--- config.mk ---
export PLATFORM = sky130hd
export DESIGN_NAME = elv_ctrl
export DESIGN_NICKNAME = d
export VERILOG_FILES = /design/src/verilog/elv_pkg.sv /design/src/verilog/elv_ctrl.sv /design/src/verilog/elv_tick.sv
export VERILOG_INCLUDE_DIRS = /design/src /design/src/verilog
export SDC_FILE = /design/constraint.sdc
export NUM_CORES = 1
export LEC_CHECK = 0
export ABC_CLOCK_PERIOD_IN_PS = 2700
export BUFFER_PORTS_ARGS = -buffer_cell sky130_fd_sc_hd__buf_2
export CAP_MARGIN = 20
export CORE_MARGIN = 2
export CORE_UTILIZATION = 40
export DETAILED_ROUTE_END_ITERATION = 10
export PLACE_DENSITY = 0.58
export SLEW_MARGIN = 20
export SYNTH_ARGS = -nofsm -noshare
export SYNTH_HDL_FRONTEND = slang
export SYNTH_SLANG_ARGS = --single-unit
--- constraint.sdc ---
create_clock -name clk_sys -period 2.7 [get_ports clk_sys]
set_input_delay 0.27 -clock clk_sys [delete_from_list [all_inputs] [get_ports clk_sys]]
set_output_delay 0.27 -clock clk_sys [all_outputs]
set_load 0.005 [all_outputs]
--- src/verilog/elv_consts.svh ---
// constants for the elevator run mode and door supervisor
`ifndef ELV_CONSTS_SVH
`define ELV_CONSTS_SVH
// Overview of operation
// RQ1: auto when inspection normal and selector auto
// RQ2: door opens by itself at every stop
// RQ3: auto mode closes after hold time
// RQ4: landing call only stop uses T minus 2s
// RQ5: landing and car call stop uses T plus 2s
// RQ6: close button starts closing at once
// RQ7: car calls latch, wrong calls cancelled
// RQ8: landing call stops car in same direction
// RQ9: terminal floors serve opposite landing calls
// RQ10: attendant mode closes only on close button
// RQ11: inspection runs only while button held
// RQ12: car top, car, cabinet selector priority order
// RQ13: power up in leveling zone opens door
// RQ14: own floor landing call reopens the door
// RQ15: safety edge reverses, close again when clear
// RQ16: overload holds door, lamp, buzzer, code, no run (inspection drive still runs under overload)
// RQ17: full load serves car calls only
// RQ18: attendant bypass serves car calls only
// RQ19: timers run from a fixed system tick
`define ELV_CLK_HZ 10000000
`define ELV_TICK_MS 100
`define ELV_TICK_CYCLES (`ELV_CLK_HZ / 1000 * `ELV_TICK_MS)
`define ELV_HOLD_ADJ_S 2
`define ELV_HOLD_ADJ_TICKS (`ELV_HOLD_ADJ_S * 1000 / `ELV_TICK_MS)
`define ELV_N_FLOORS 8
`define ELV_HOLD_W 9
`endif

--- src/verilog/elv_pkg.sv ---
// types shared by the elevator supervisor modules
package elv_pkg;
  typedef enum logic [1:0] {ELV_MODE_AUTO, ELV_MODE_ATTEND, ELV_MODE_INSP} elv_mode_t;
  typedef enum logic [2:0] {
    ST_PWRUP, ST_IDLE, ST_RUN, ST_OPENING, ST_HOLD, ST_CLOSING, ST_INSP
  } elv_state_t;
  typedef struct packed {
    logic top_auto;
    logic car_auto;
    logic cab_auto;
    logic attend;
  } elv_sel_t;
  typedef struct packed {
    logic top_up;
    logic top_dn;
    logic car_up;
    logic car_dn;
    logic cab_up;
    logic cab_dn;
  } elv_insp_t;
  typedef struct packed {
    logic open_lim;
    logic close_lim;
    logic safety_edge;
  } elv_door_fb_t;
  typedef struct packed {
    logic open;
    logic close;
  } elv_door_t;
  typedef struct packed {
    logic up;
    logic dn;
    logic insp_speed;
  } elv_drive_t;
  typedef struct packed {
    logic lamp;
    logic buzzer;
    logic code;
  } elv_ovl_t;
endpackage

--- src/verilog/elv_ctrl.sv ---
// run mode, call service and door sequencing for one elevator car
`timescale 1ns/10ps
`include "elv_consts.svh"
module elv_ctrl
  import elv_pkg::*;
#(
  parameter int N_FLOORS = `ELV_N_FLOORS,
  parameter int unsigned TICK_CYCLES = `ELV_TICK_CYCLES
) (
  // clock and reset
  input wire logic clk_sys,
  input wire logic rstn,
  // mode selectors and inspection buttons
  input wire elv_sel_t sel,
  input wire elv_insp_t insp,
  // call and panel buttons
  input wire logic [N_FLOORS-1:0] car_btn,
  input wire logic [N_FLOORS-1:0] hall_up_btn,
  input wire logic [N_FLOORS-1:0] hall_dn_btn,
  input wire logic close_btn,
  input wire logic bypass_btn,
  // car position and load
  input wire logic [((N_FLOORS > 1) ? $clog2(N_FLOORS) : 1)-1:0] current_floor,
  input wire logic level_zone,
  input wire logic overload,
  input wire logic full_load,
  // door operator feedback
  input wire elv_door_fb_t door_fb,
  // holding time T in 100 ms steps
  input wire logic [7:0] hold_time_ds,
  // mode and commands
  output elv_mode_t mode,
  output elv_door_t door,
  output elv_drive_t drive,
  output elv_ovl_t ovl,
  output logic dir_up,
  // registered call lamps
  output logic [N_FLOORS-1:0] car_call_lamp,
  output logic [N_FLOORS-1:0] hall_up_lamp,
  output logic [N_FLOORS-1:0] hall_dn_lamp
);
  localparam int FW = (N_FLOORS > 1) ? $clog2(N_FLOORS) : 1;
  localparam int HW = `ELV_HOLD_W;
  localparam logic [FW-1:0] TOP_FLOOR = FW'(N_FLOORS - 1);
  localparam logic [HW-1:0] HOLD_ADJ = HW'(`ELV_HOLD_ADJ_TICKS);

  typedef struct packed {
    elv_state_t st;
    elv_mode_t mode;
    logic dir_up;
    logic left_zone;
    logic srv_hall;
    logic srv_car;
    logic [HW-1:0] hold_cnt;
    logic [N_FLOORS-1:0] car_call;
    logic [N_FLOORS-1:0] hall_up;
    logic [N_FLOORS-1:0] hall_dn;
    elv_door_t door;
    elv_drive_t drive;
    elv_ovl_t ovl;
  } elv_ctrl_state_t;

  elv_ctrl_state_t s, next_s;
  logic tick;
  logic [N_FLOORS-1:0] above_m, below_m, here_m;
  logic insp_active, iu, id, ign_hall;
  logic [N_FLOORS-1:0] hu, hd, any_call, clr_car, clr_up, clr_dn;
  logic calls_above, calls_below, term_top, term_bot;
  logic here_car, here_hall, stop_here, serve_up, serve_dn;
  logic [HW-1:0] base, hold_load;

  elv_tick #(
    .TICK_CYCLES(TICK_CYCLES)
  ) u_tick (
    .clk_sys(clk_sys),
    .rstn(rstn),
    .tick(tick) // RQ19
  );

  // floor masks relative to the car
  for (genvar f = 0; f < N_FLOORS; f++) begin : g_floor
    localparam logic [FW-1:0] FI = FW'(f);
    assign above_m[f] = FI > current_floor;
    assign below_m[f] = FI < current_floor;
    assign here_m[f] = FI == current_floor;
  end

  // hold time chosen from what the stop served
  always_comb begin
    base = {1'b0, hold_time_ds};
    hold_load = base;
    if (s.srv_hall && !s.srv_car) begin
      // never below one tick, so a short T still gives a visible hold
      hold_load = (base > HOLD_ADJ) ? base - HOLD_ADJ : HW'(1); // RQ4
    end else if (s.srv_hall && s.srv_car) begin
      hold_load = base + HOLD_ADJ; // RQ5
    end
  end

  always_comb begin
    next_s = s;
    // highest priority selector in inspection owns the buttons
    insp_active = !sel.top_auto || !sel.car_auto || !sel.cab_auto;
    if (!sel.top_auto) begin // RQ12
      iu = insp.top_up;
      id = insp.top_dn;
    end else if (!sel.car_auto) begin
      iu = insp.car_up;
      id = insp.car_dn;
    end else begin
      iu = insp.cab_up;
      id = insp.cab_dn;
    end
    if (insp_active) begin
      next_s.mode = ELV_MODE_INSP;
    end else if (sel.attend) begin
      next_s.mode = ELV_MODE_ATTEND; // RQ10
    end else begin
      next_s.mode = ELV_MODE_AUTO; // RQ1
    end

    // landing calls stay latched but are not served
    ign_hall = full_load || (s.mode == ELV_MODE_ATTEND && bypass_btn); // RQ17 RQ18
    hu = ign_hall ? '0 : s.hall_up;
    hd = ign_hall ? '0 : s.hall_dn;
    any_call = s.car_call | hu | hd;
    calls_above = |(any_call & above_m);
    calls_below = |(any_call & below_m);
    term_top = current_floor == TOP_FLOOR;
    term_bot = current_floor == '0;
    here_car = |(s.car_call & here_m);
    here_hall = |((hu | hd) & here_m);
    // a car with nothing ahead takes whatever waits at this floor
    serve_up = s.dir_up || term_bot || !calls_below; // RQ8 RQ9
    serve_dn = !s.dir_up || term_top || !calls_above; // RQ8 RQ9
    stop_here = here_car || |(here_m & ((serve_up ? hu : '0) | (serve_dn ? hd : '0)));
    if (s.dir_up ? !calls_above : !calls_below) begin
      stop_here = 1'b1;
    end
    clr_car = '0;
    clr_up = '0;
    clr_dn = '0;

    unique case (s.st)
      ST_PWRUP: begin
        next_s.st = level_zone ? ST_OPENING : ST_IDLE; // RQ13
      end
      ST_IDLE: begin
        if (overload || here_car || here_hall) begin
          next_s.st = ST_OPENING; // RQ14 RQ16
          next_s.srv_hall = 1'b0;
          next_s.srv_car = 1'b0;
          clr_car = here_m;
          clr_up = ign_hall ? '0 : here_m;
          clr_dn = ign_hall ? '0 : here_m;
        end else if (calls_above || calls_below) begin
          next_s.st = ST_RUN;
          next_s.left_zone = 1'b0;
          next_s.dir_up = calls_above && (s.dir_up || !calls_below);
        end
      end
      ST_RUN: begin
        if (!level_zone) begin
          next_s.left_zone = 1'b1;
        end
        // the zone we start from does not count as an arrival
        if (level_zone && s.left_zone && stop_here) begin
          next_s.st = ST_OPENING; // RQ2
          next_s.srv_car = here_car;
          next_s.srv_hall = |(here_m & ((serve_up ? hu : '0) | (serve_dn ? hd : '0)));
          clr_car = here_m;
          clr_up = (serve_up && !ign_hall) ? here_m : '0;
          clr_dn = (serve_dn && !ign_hall) ? here_m : '0;
        end
        // calls behind the travel direction are wrong calls
        clr_car = clr_car | (s.dir_up ? below_m : above_m); // RQ7
      end
      ST_OPENING: begin
        if (door_fb.open_lim) begin
          next_s.st = ST_HOLD;
          next_s.hold_cnt = hold_load;
        end
      end
      ST_HOLD: begin
        if (overload || door_fb.safety_edge) begin
          next_s.hold_cnt = hold_load; // RQ16
        end else if (close_btn) begin
          next_s.st = ST_CLOSING; // RQ6
        end else if (s.mode == ELV_MODE_AUTO && tick) begin // RQ19
          if (s.hold_cnt <= HW'(1)) begin
            next_s.st = ST_CLOSING; // RQ3
          end else begin
            next_s.hold_cnt = s.hold_cnt - HW'(1);
          end
        end
      end
      ST_CLOSING: begin
        if (door_fb.safety_edge || overload) begin
          next_s.st = ST_OPENING; // RQ15 RQ16
        end else if (here_hall) begin
          next_s.st = ST_OPENING; // RQ14
          next_s.srv_hall = 1'b0;
          next_s.srv_car = 1'b0;
          clr_up = here_m;
          clr_dn = here_m;
        end else if (door_fb.close_lim) begin
          next_s.st = ST_IDLE;
        end
      end
      ST_INSP: begin
        next_s.st = ST_IDLE;
      end
    endcase
    if (insp_active) begin
      next_s.st = ST_INSP; // RQ11
    end

    // a press in the same cycle as a clear keeps the call
    next_s.car_call = (s.car_call & ~clr_car) | car_btn; // RQ7
    next_s.hall_up = (s.hall_up & ~clr_up) | hall_up_btn;
    next_s.hall_dn = (s.hall_dn & ~clr_dn) | hall_dn_btn;

    next_s.door.open = next_s.st == ST_OPENING;
    next_s.door.close = next_s.st == ST_CLOSING;
    next_s.drive.up = (next_s.st == ST_RUN && next_s.dir_up && !overload) ||
                      (next_s.st == ST_INSP && iu && !id); // RQ11 RQ16
    next_s.drive.dn = (next_s.st == ST_RUN && !next_s.dir_up && !overload) ||
                      (next_s.st == ST_INSP && id && !iu); // RQ11 RQ16
    next_s.drive.insp_speed = next_s.st == ST_INSP;
    next_s.ovl.lamp = overload; // RQ16
    next_s.ovl.buzzer = overload;
    next_s.ovl.code = overload;
  end

  always_ff @(posedge clk_sys or negedge rstn) begin
    if (!rstn) begin
      s <= '0;
    end else begin
      s <= next_s;
    end
  end

  assign mode = s.mode;
  assign door = s.door;
  assign drive = s.drive;
  assign ovl = s.ovl;
  assign dir_up = s.dir_up;
  assign car_call_lamp = s.car_call;
  assign hall_up_lamp = s.hall_up;
  assign hall_dn_lamp = s.hall_dn;
endmodule // elv_ctrl

--- src/verilog/elv_tick.sv ---
// fixed rate tick generator for the supervisor timers
`timescale 1ns/10ps
`include "elv_consts.svh"
module elv_tick #(
  parameter int unsigned TICK_CYCLES = `ELV_TICK_CYCLES
) (
  // clock and reset
  input wire logic clk_sys,
  input wire logic rstn,
  // one cycle pulse every TICK_CYCLES
  output logic tick
);
  localparam int W = (TICK_CYCLES > 1) ? $clog2(TICK_CYCLES) : 1;
  localparam logic [W-1:0] LAST = W'(TICK_CYCLES - 1);
  typedef struct packed {
    logic [W-1:0] cnt;
    logic tick;
  } elv_tick_state_t;
  elv_tick_state_t s, next_s;

  always_comb begin
    next_s = s;
    next_s.tick = 1'b0;
    if (s.cnt == LAST) begin
      next_s.cnt = '0;
      next_s.tick = 1'b1;
    end else begin
      next_s.cnt = s.cnt + W'(1);
    end
  end

  always_ff @(posedge clk_sys or negedge rstn) begin
    if (!rstn) begin
      s <= '0;
    end else begin
      s <= next_s;
    end
  end

  assign tick = s.tick;
endmodule // elv_tick

* Word-level counts from Yosys, hierarchy flattened
Cells that the tools add are included.
** Storage, ports and cells
- Flip-flop bits (word level) :: 69
- Input bits :: 55
** Operators by class
- Add/sub/neg operators :: 4
- $lt $le $gt $ge :: 18
- Eq/ne operators :: 31
- Mux-type cells :: 62
- Bitwise gates (word level) :: 19
- Reduce and logical (&&, ||, !) cells :: 58
** Operator list (count)
- two-way mux 8 bit :: 16
- two-way mux 9 bit :: 8
- bitwise AND 8 bit :: 8
- OR 8 bit :: 8
- case mux 8 bit (3 select lines) :: 2
- OR reduction 8 bit :: 5
- two-way mux 3 bit :: 12
- NOT 8 bit :: 3
- case mux 3 bit (7 select lines) :: 1
- adder 20 x 1 -> 20 bit, second input constant :: 1
- == test 20 bit, second input constant :: 1
- two-way mux 20 bit :: 1
- == test 3 bit, second input constant :: 6
- case mux 9 bit (2 select lines) :: 1
- logical AND 1 bit :: 17
- two-way mux 2 bit :: 8
- inequality test 2 bit, second input constant :: 8
- case mux 8 bit (2 select lines) :: 1
- logical OR 1 bit :: 15
- == test 3 x 2 -> 1 bit, second input constant :: 4
- == test 3 bit, first input constant :: 4
- > comparator 3 bit, first input constant :: 4
- zero test 1 bit :: 12
- less-than comparator 3 bit, first input constant :: 4
- 23 further kinds :: 42

* Logic depth before layout (Yosys ltp)
- Depth after elaboration :: 24
- Gate-level depth with buffers :: 11
- Mapped depth without buffers :: 10

* Modules after synthesis
From an unflattened synthesis, not the netlist that was laid out.
** Unflattened totals
- Cell total of the unflattened synthesis :: 610
- Area, all modules :: 5081.1 um^2
** By module, submodules not included
- elv_ctrl :: instances 1, cells an instance 510, area an instance 4025.1 um^2
- elv_tick :: instances 1, cells an instance 100, area an instance 1056.0 um^2

* Worst setup path after synthesis
Ideal clock, no wire load.
- Kind :: flip-flop to flip-flop
- Start :: register s (netlist bit mode[1])
- End :: register s (netlist bit drive[2])
- Setup time :: 0.122 ns
- Arrival :: 2.196 ns
- Data required time :: 2.578 ns
- Slack :: 0.382 ns
- Cell stages (with the launch flop) :: 11
- Clock period less this slack :: 2.318 ns
- Cells stage by stage :: dfrtp_1 > and3b_1 > buf_2 > or2_0 > buf_2 > o2111a_2 > nand3_4 > a311oi_4 > o21a_4 > and3b_4 > a32o_1
** RTL lines
- from (decl) :: line elv_ctrl.sv:63 : elv_ctrl_state_t s, next_s;
- from (signal assigned) :: line elv_ctrl.sv:239 : s <= next_s;

==> out/summary.md <==
The flow ran to the end, and the final reports show no timing, DRC or antenna violations. The tree is rooted in a sky130_fd_sc_hd__clkbuf_16. The number of antenna diodes in the final layout is 0. The H-tree depth reported by CTS was 3.

By instance count, the cell type seen most on the critical path is sky130_fd_sc_hd__nor2_1. The final cycle utilization of the critical path was 0.9476. For this run, the top clock speed supported by timing is 390.8 MHz. The count of buffers inserted at the top-level ports is 89, and the data arrival time of the critical path is 2.83 ns. The top fanout value on the critical path is 7. The flip-flop and latch area was 1727 um^2; the final count of negative-setup-slack endpoints was 0. The max capacitance violation total came out at 0. The startpoint identified for the worst hold timing path is sel[1].

The share of layout cells above drive strength 1 was 0.2459. Among all stages on the critical path, the largest delay is contributed by sky130_fd_sc_hd__mux4_2. The worst setup path is captured at a flip-flop.

The number of enable flip-flop cells after synthesis came out at 0. On the critical path the largest part of the delay comes from simple AND/OR/NAND/NOR gates. Once detailed placement completed, the half-perimeter wirelength came to 10610 um.

The async set-or-reset flop fraction in the synthesized netlist works out to 1.000. On the worst path, the slowest cell contributes a delay of 0.46 ns. The die area was 13090 um^2; the total power per unit cell area was 519.5 nW/um^2. The area growth from synthesis to layout is 18.20%.

The distinct cell type count of the synthesized netlist came out at 76. The hold path endpoint is drive[0]. The clock insertion delay at the later pin of the skew report is 0.34 ns. The tools report the final-report hold violation count as 0. The critical path goes through or2_2 > mux4_2 > mux2i_1 > a311oi_4 > nor2_1 > buf_4 > nor3_1 > nor2_1. The tools report the leakage power figure as 2.345 nW. In this run the deepest clock path goes through 2 buffers. The floorplan step set the die width to 114.4 um. The cell count after synthesis came out at 586. The first routing iteration left 391 violations. During synthesis, Yosys emitted a total of 0 warnings. The first TritonRoute pass finished after 5 iterations. The critical path buffer and inverter count was 1. For this block, the via count after detailed routing is 4665. Routability-driven placement finished with a final weighted congestion of 0.9659. The total global routing track utilization came out at 0.2233. Share of the synthesized area in the top cell type: 0.3542. In this run the worst setup path begins at hall_dn_lamp[7]. Setup repair after global routing left no endpoint under its margin. For the number of sinks on the clock net, the log shows 69. The worst-case reg-to-reg path depth was 8. Classification of the worst-slack hold path: in -> reg.

The area of the placeable core was 11960 um^2; the cell depth of the worst min-delay path was 2. The number of nets handed over by synthesis was 647. The count of state elements after synthesis is 69. The post-route antenna net violation count came out at 0. Sorting the synthesized cells by area gives the leading types as sky130_fd_sc_hd__dfrtp_1 35%, sky130_fd_sc_hd__buf_4 5.5%, sky130_fd_sc_hd__nor2_1 5.3%, sky130_fd_sc_hd__a21oi_1 4.2%, sky130_fd_sc_hd__o21ai_0 3.9%. The tools report the number of antenna violations at the first check in global routing as 0. The logs give 723 for the net count reported at finish and 0.4075 for the effective utilization at floorplan.

The tools report the area of the mapped netlist as 4875 um^2. The tools report the total chip power as 2.993 mW. Entering global routing, the biggest net connects 44 pins.

IR analysis of the VDD net gives a maximum drop of 0.2767 mV. The logs give 0.5374 for the worst slew margin relative to its limit and 90 for the number of top-level design ports. The placed instances occupy a cell area of 5414 um^2.

The largest area contributor in the synthesized netlist is sky130_fd_sc_hd__dfrtp_1. The reg-to-reg critical path endpoint was hall_dn_lamp[3]. The logs give 1145 for the final-layout fill cell count and 0 ns for the final setup TNS. Remaining global-route overflow: 0.

Summing all multi-input logic gate instances after layout gives 2708 um^2. The critical path is of the reg -> reg type. The minimum period implied by the final worst setup slack works out to 2.559 ns. The final worst clock skew came out at 0.006993 ns. After clock tree synthesis, the clock-pin slew on the worst setup and hold paths is 0.06 ns.

The number of pins with negative max-slew slack in the final report came out at 0. TritonCTS built the clock tree. The worst setup path is launched from a flip-flop. Among all flip-flop cells after synthesis, the most frequent one is sky130_fd_sc_hd__dfrtp_1. Portion of the post-synthesis area used by sequential elements: 0.3542. The first global-routing pass estimated 22800 um of wire.

For the cell area after layout, the log shows 5762 um^2. The via count of the first global-routing pass was 4407. Summed over all layers, the routed wires come to 14140 um. The worst register-to-register path begins at hall_dn_lamp[7]. At the worst endpoint, the required time is 2.97 ns. After detailed routing, the number of remaining DRC violations is 0. After detailed routing, the average wire length per cell comes to 17.37 um. The height of the die was 114.4 um. The run gives 9 as the TritonCTS buffer count. A synthesized cell averages 8.319 um^2.

The floorplan has 40 rows. The slew at the pin closest to its max-slew limit is 0.6939 ns. The post-detailed-route via-to-cell ratio was 5.731; the slack of the worst reg-to-reg path was 0.14 ns.
==> per-layer routing <==
layer / global-route usage / share of wire / vias up
li1: - / - / 2255
met1: 0.3171 / 0.48 / 2234
met3: 0.03917 / 0.058 / 14
met5: 0 / 0 / -
met4: 0.08374 / 0.013 / 0
met2: 0.3404 / 0.45 / 162
==> flip-flops by register name (all words and copies together), names as in the netlist <==
register	flops
mode	2
ovl	1
dir_up	1
u_tick.tick	1
hall_dn_lamp	8
u_tick.s	20
drive	3
hall_up_lamp	8
s	15
car_call_lamp	8
door	2
==> cell families (layout without fill, tap and decap cells) <==
kind of cell / Yosys count / in the layout / share of synthesized area
flops: 69 / 69 / 0.3542
fa+ha+maj: 6 / 6 / 0.01540
mux: 13 / 13 / 0.03465
compound gates: 162 / 162 / 0.2207
simple gates: 239 / 239 / 0.2492
xor+xnor: 18 / 18 / 0.03234
buf+inv: 79 / 160 / 0.09343
==> cells in the mapped netlist (all sizes together) (3+ instances only) <==
cell type / n
a21oi: 42
a22oi: 4
a31o: 3
a31oi: 6
and2: 3
and3: 8
and3b: 3
buf: 45
clkbuf: 10
dfrtp: 69
ha: 6
inv: 24
mux2i: 9
mux4: 3
nand2: 46
nand2b: 10
nand3: 21
nand3b: 5
nand4: 7
nor2: 70
nor3: 30
nor4: 3
o21ai: 40
o21bai: 4
o22ai: 19
o31ai: 10
o32ai: 3
or2: 5
or3: 19
xnor2: 9
xor2: 9
==> repair_timing <==
item                                    4_1_cts  5_1_grt
endpoints found under the hold margin        14        0
resized for setup                             0        4
setup buffers                                 0        0
hold buffers                                  1        0
endpoints found under the setup margin        0       22
==> metrics by stage <==
| stage | instances | hold WS (ns) | setup slack, ns | utilization |
|---|---|---|---|---|
| global placement | 797 | 0.3447 | 0.1542 | 0.4526 |
| detailed placement | 797 | 0.3521 | 0.1065 | 0.4526 |
| floorplan | 586 | -0.02559 | 0.3825 | - |
| global route | 814 | 0.1274 | 0.03932 | 0.4817 |
| finish | 814 | 0.1305 | 0.1414 | 0.4817 |
| CTS | 814 | 0.1203 | 0.02295 | 0.4804 |
==> layout by cell type, fill, tap and decap left out, drive strengths merged, types with 19 or more instances in the layout <==
cell type,instances
a21oi,42
buf,119
dfrtp,69
inv,26
nand2,46
nand3,21
nor2,70
nor3,30
o21ai,40
o22ai,19
or3,19
==> layout make-up <==
cell class	instances	share of cell area
clock inverter	6	0.01629
sequential	69	0.2997
multi-input combinational	438	0.4699
tap	147	0.03192
clock buffer	10	0.03974
inverter	24	0.01564
timing repair buffer	120	0.1268
==> worst max path at each step <==
stage                           end  slack [ns]  depth (start not counted)
CTS                        drive[1]        0.02                          8
floorplan                  drive[2]        0.38                         10
global placement    hall_dn_lamp[3]        0.15                         10
finish              hall_dn_lamp[3]        0.14                          8
global route               drive[2]        0.04                          8
detailed placement         drive[1]        0.11                          8
==> where the power goes <==
group / internal [mW] / switching (mW) / total (mW)
Combinational: 0.209 / 0.303 / 0.512
Sequential: 1.10 / 0.0836 / 1.18
Clock: 0.817 / 0.479 / 1.30
==> worst register-to-register path, cell delays in order, from the launching register on <==
cell and delay (ns):
sky130_fd_sc_hd__dfrtp_1 0.44, sky130_fd_sc_hd__or2_2 0.31, sky130_fd_sc_hd__mux4_2 0.46, sky130_fd_sc_hd__mux2i_1 0.27, sky130_fd_sc_hd__a311oi_4 0.09, sky130_fd_sc_hd__nor2_1 0.44
sky130_fd_sc_hd__buf_4 0.27, sky130_fd_sc_hd__nor3_1 0.07, sky130_fd_sc_hd__nor2_1 0.12
No activity file was read; power rests on OpenSTA's default activity.
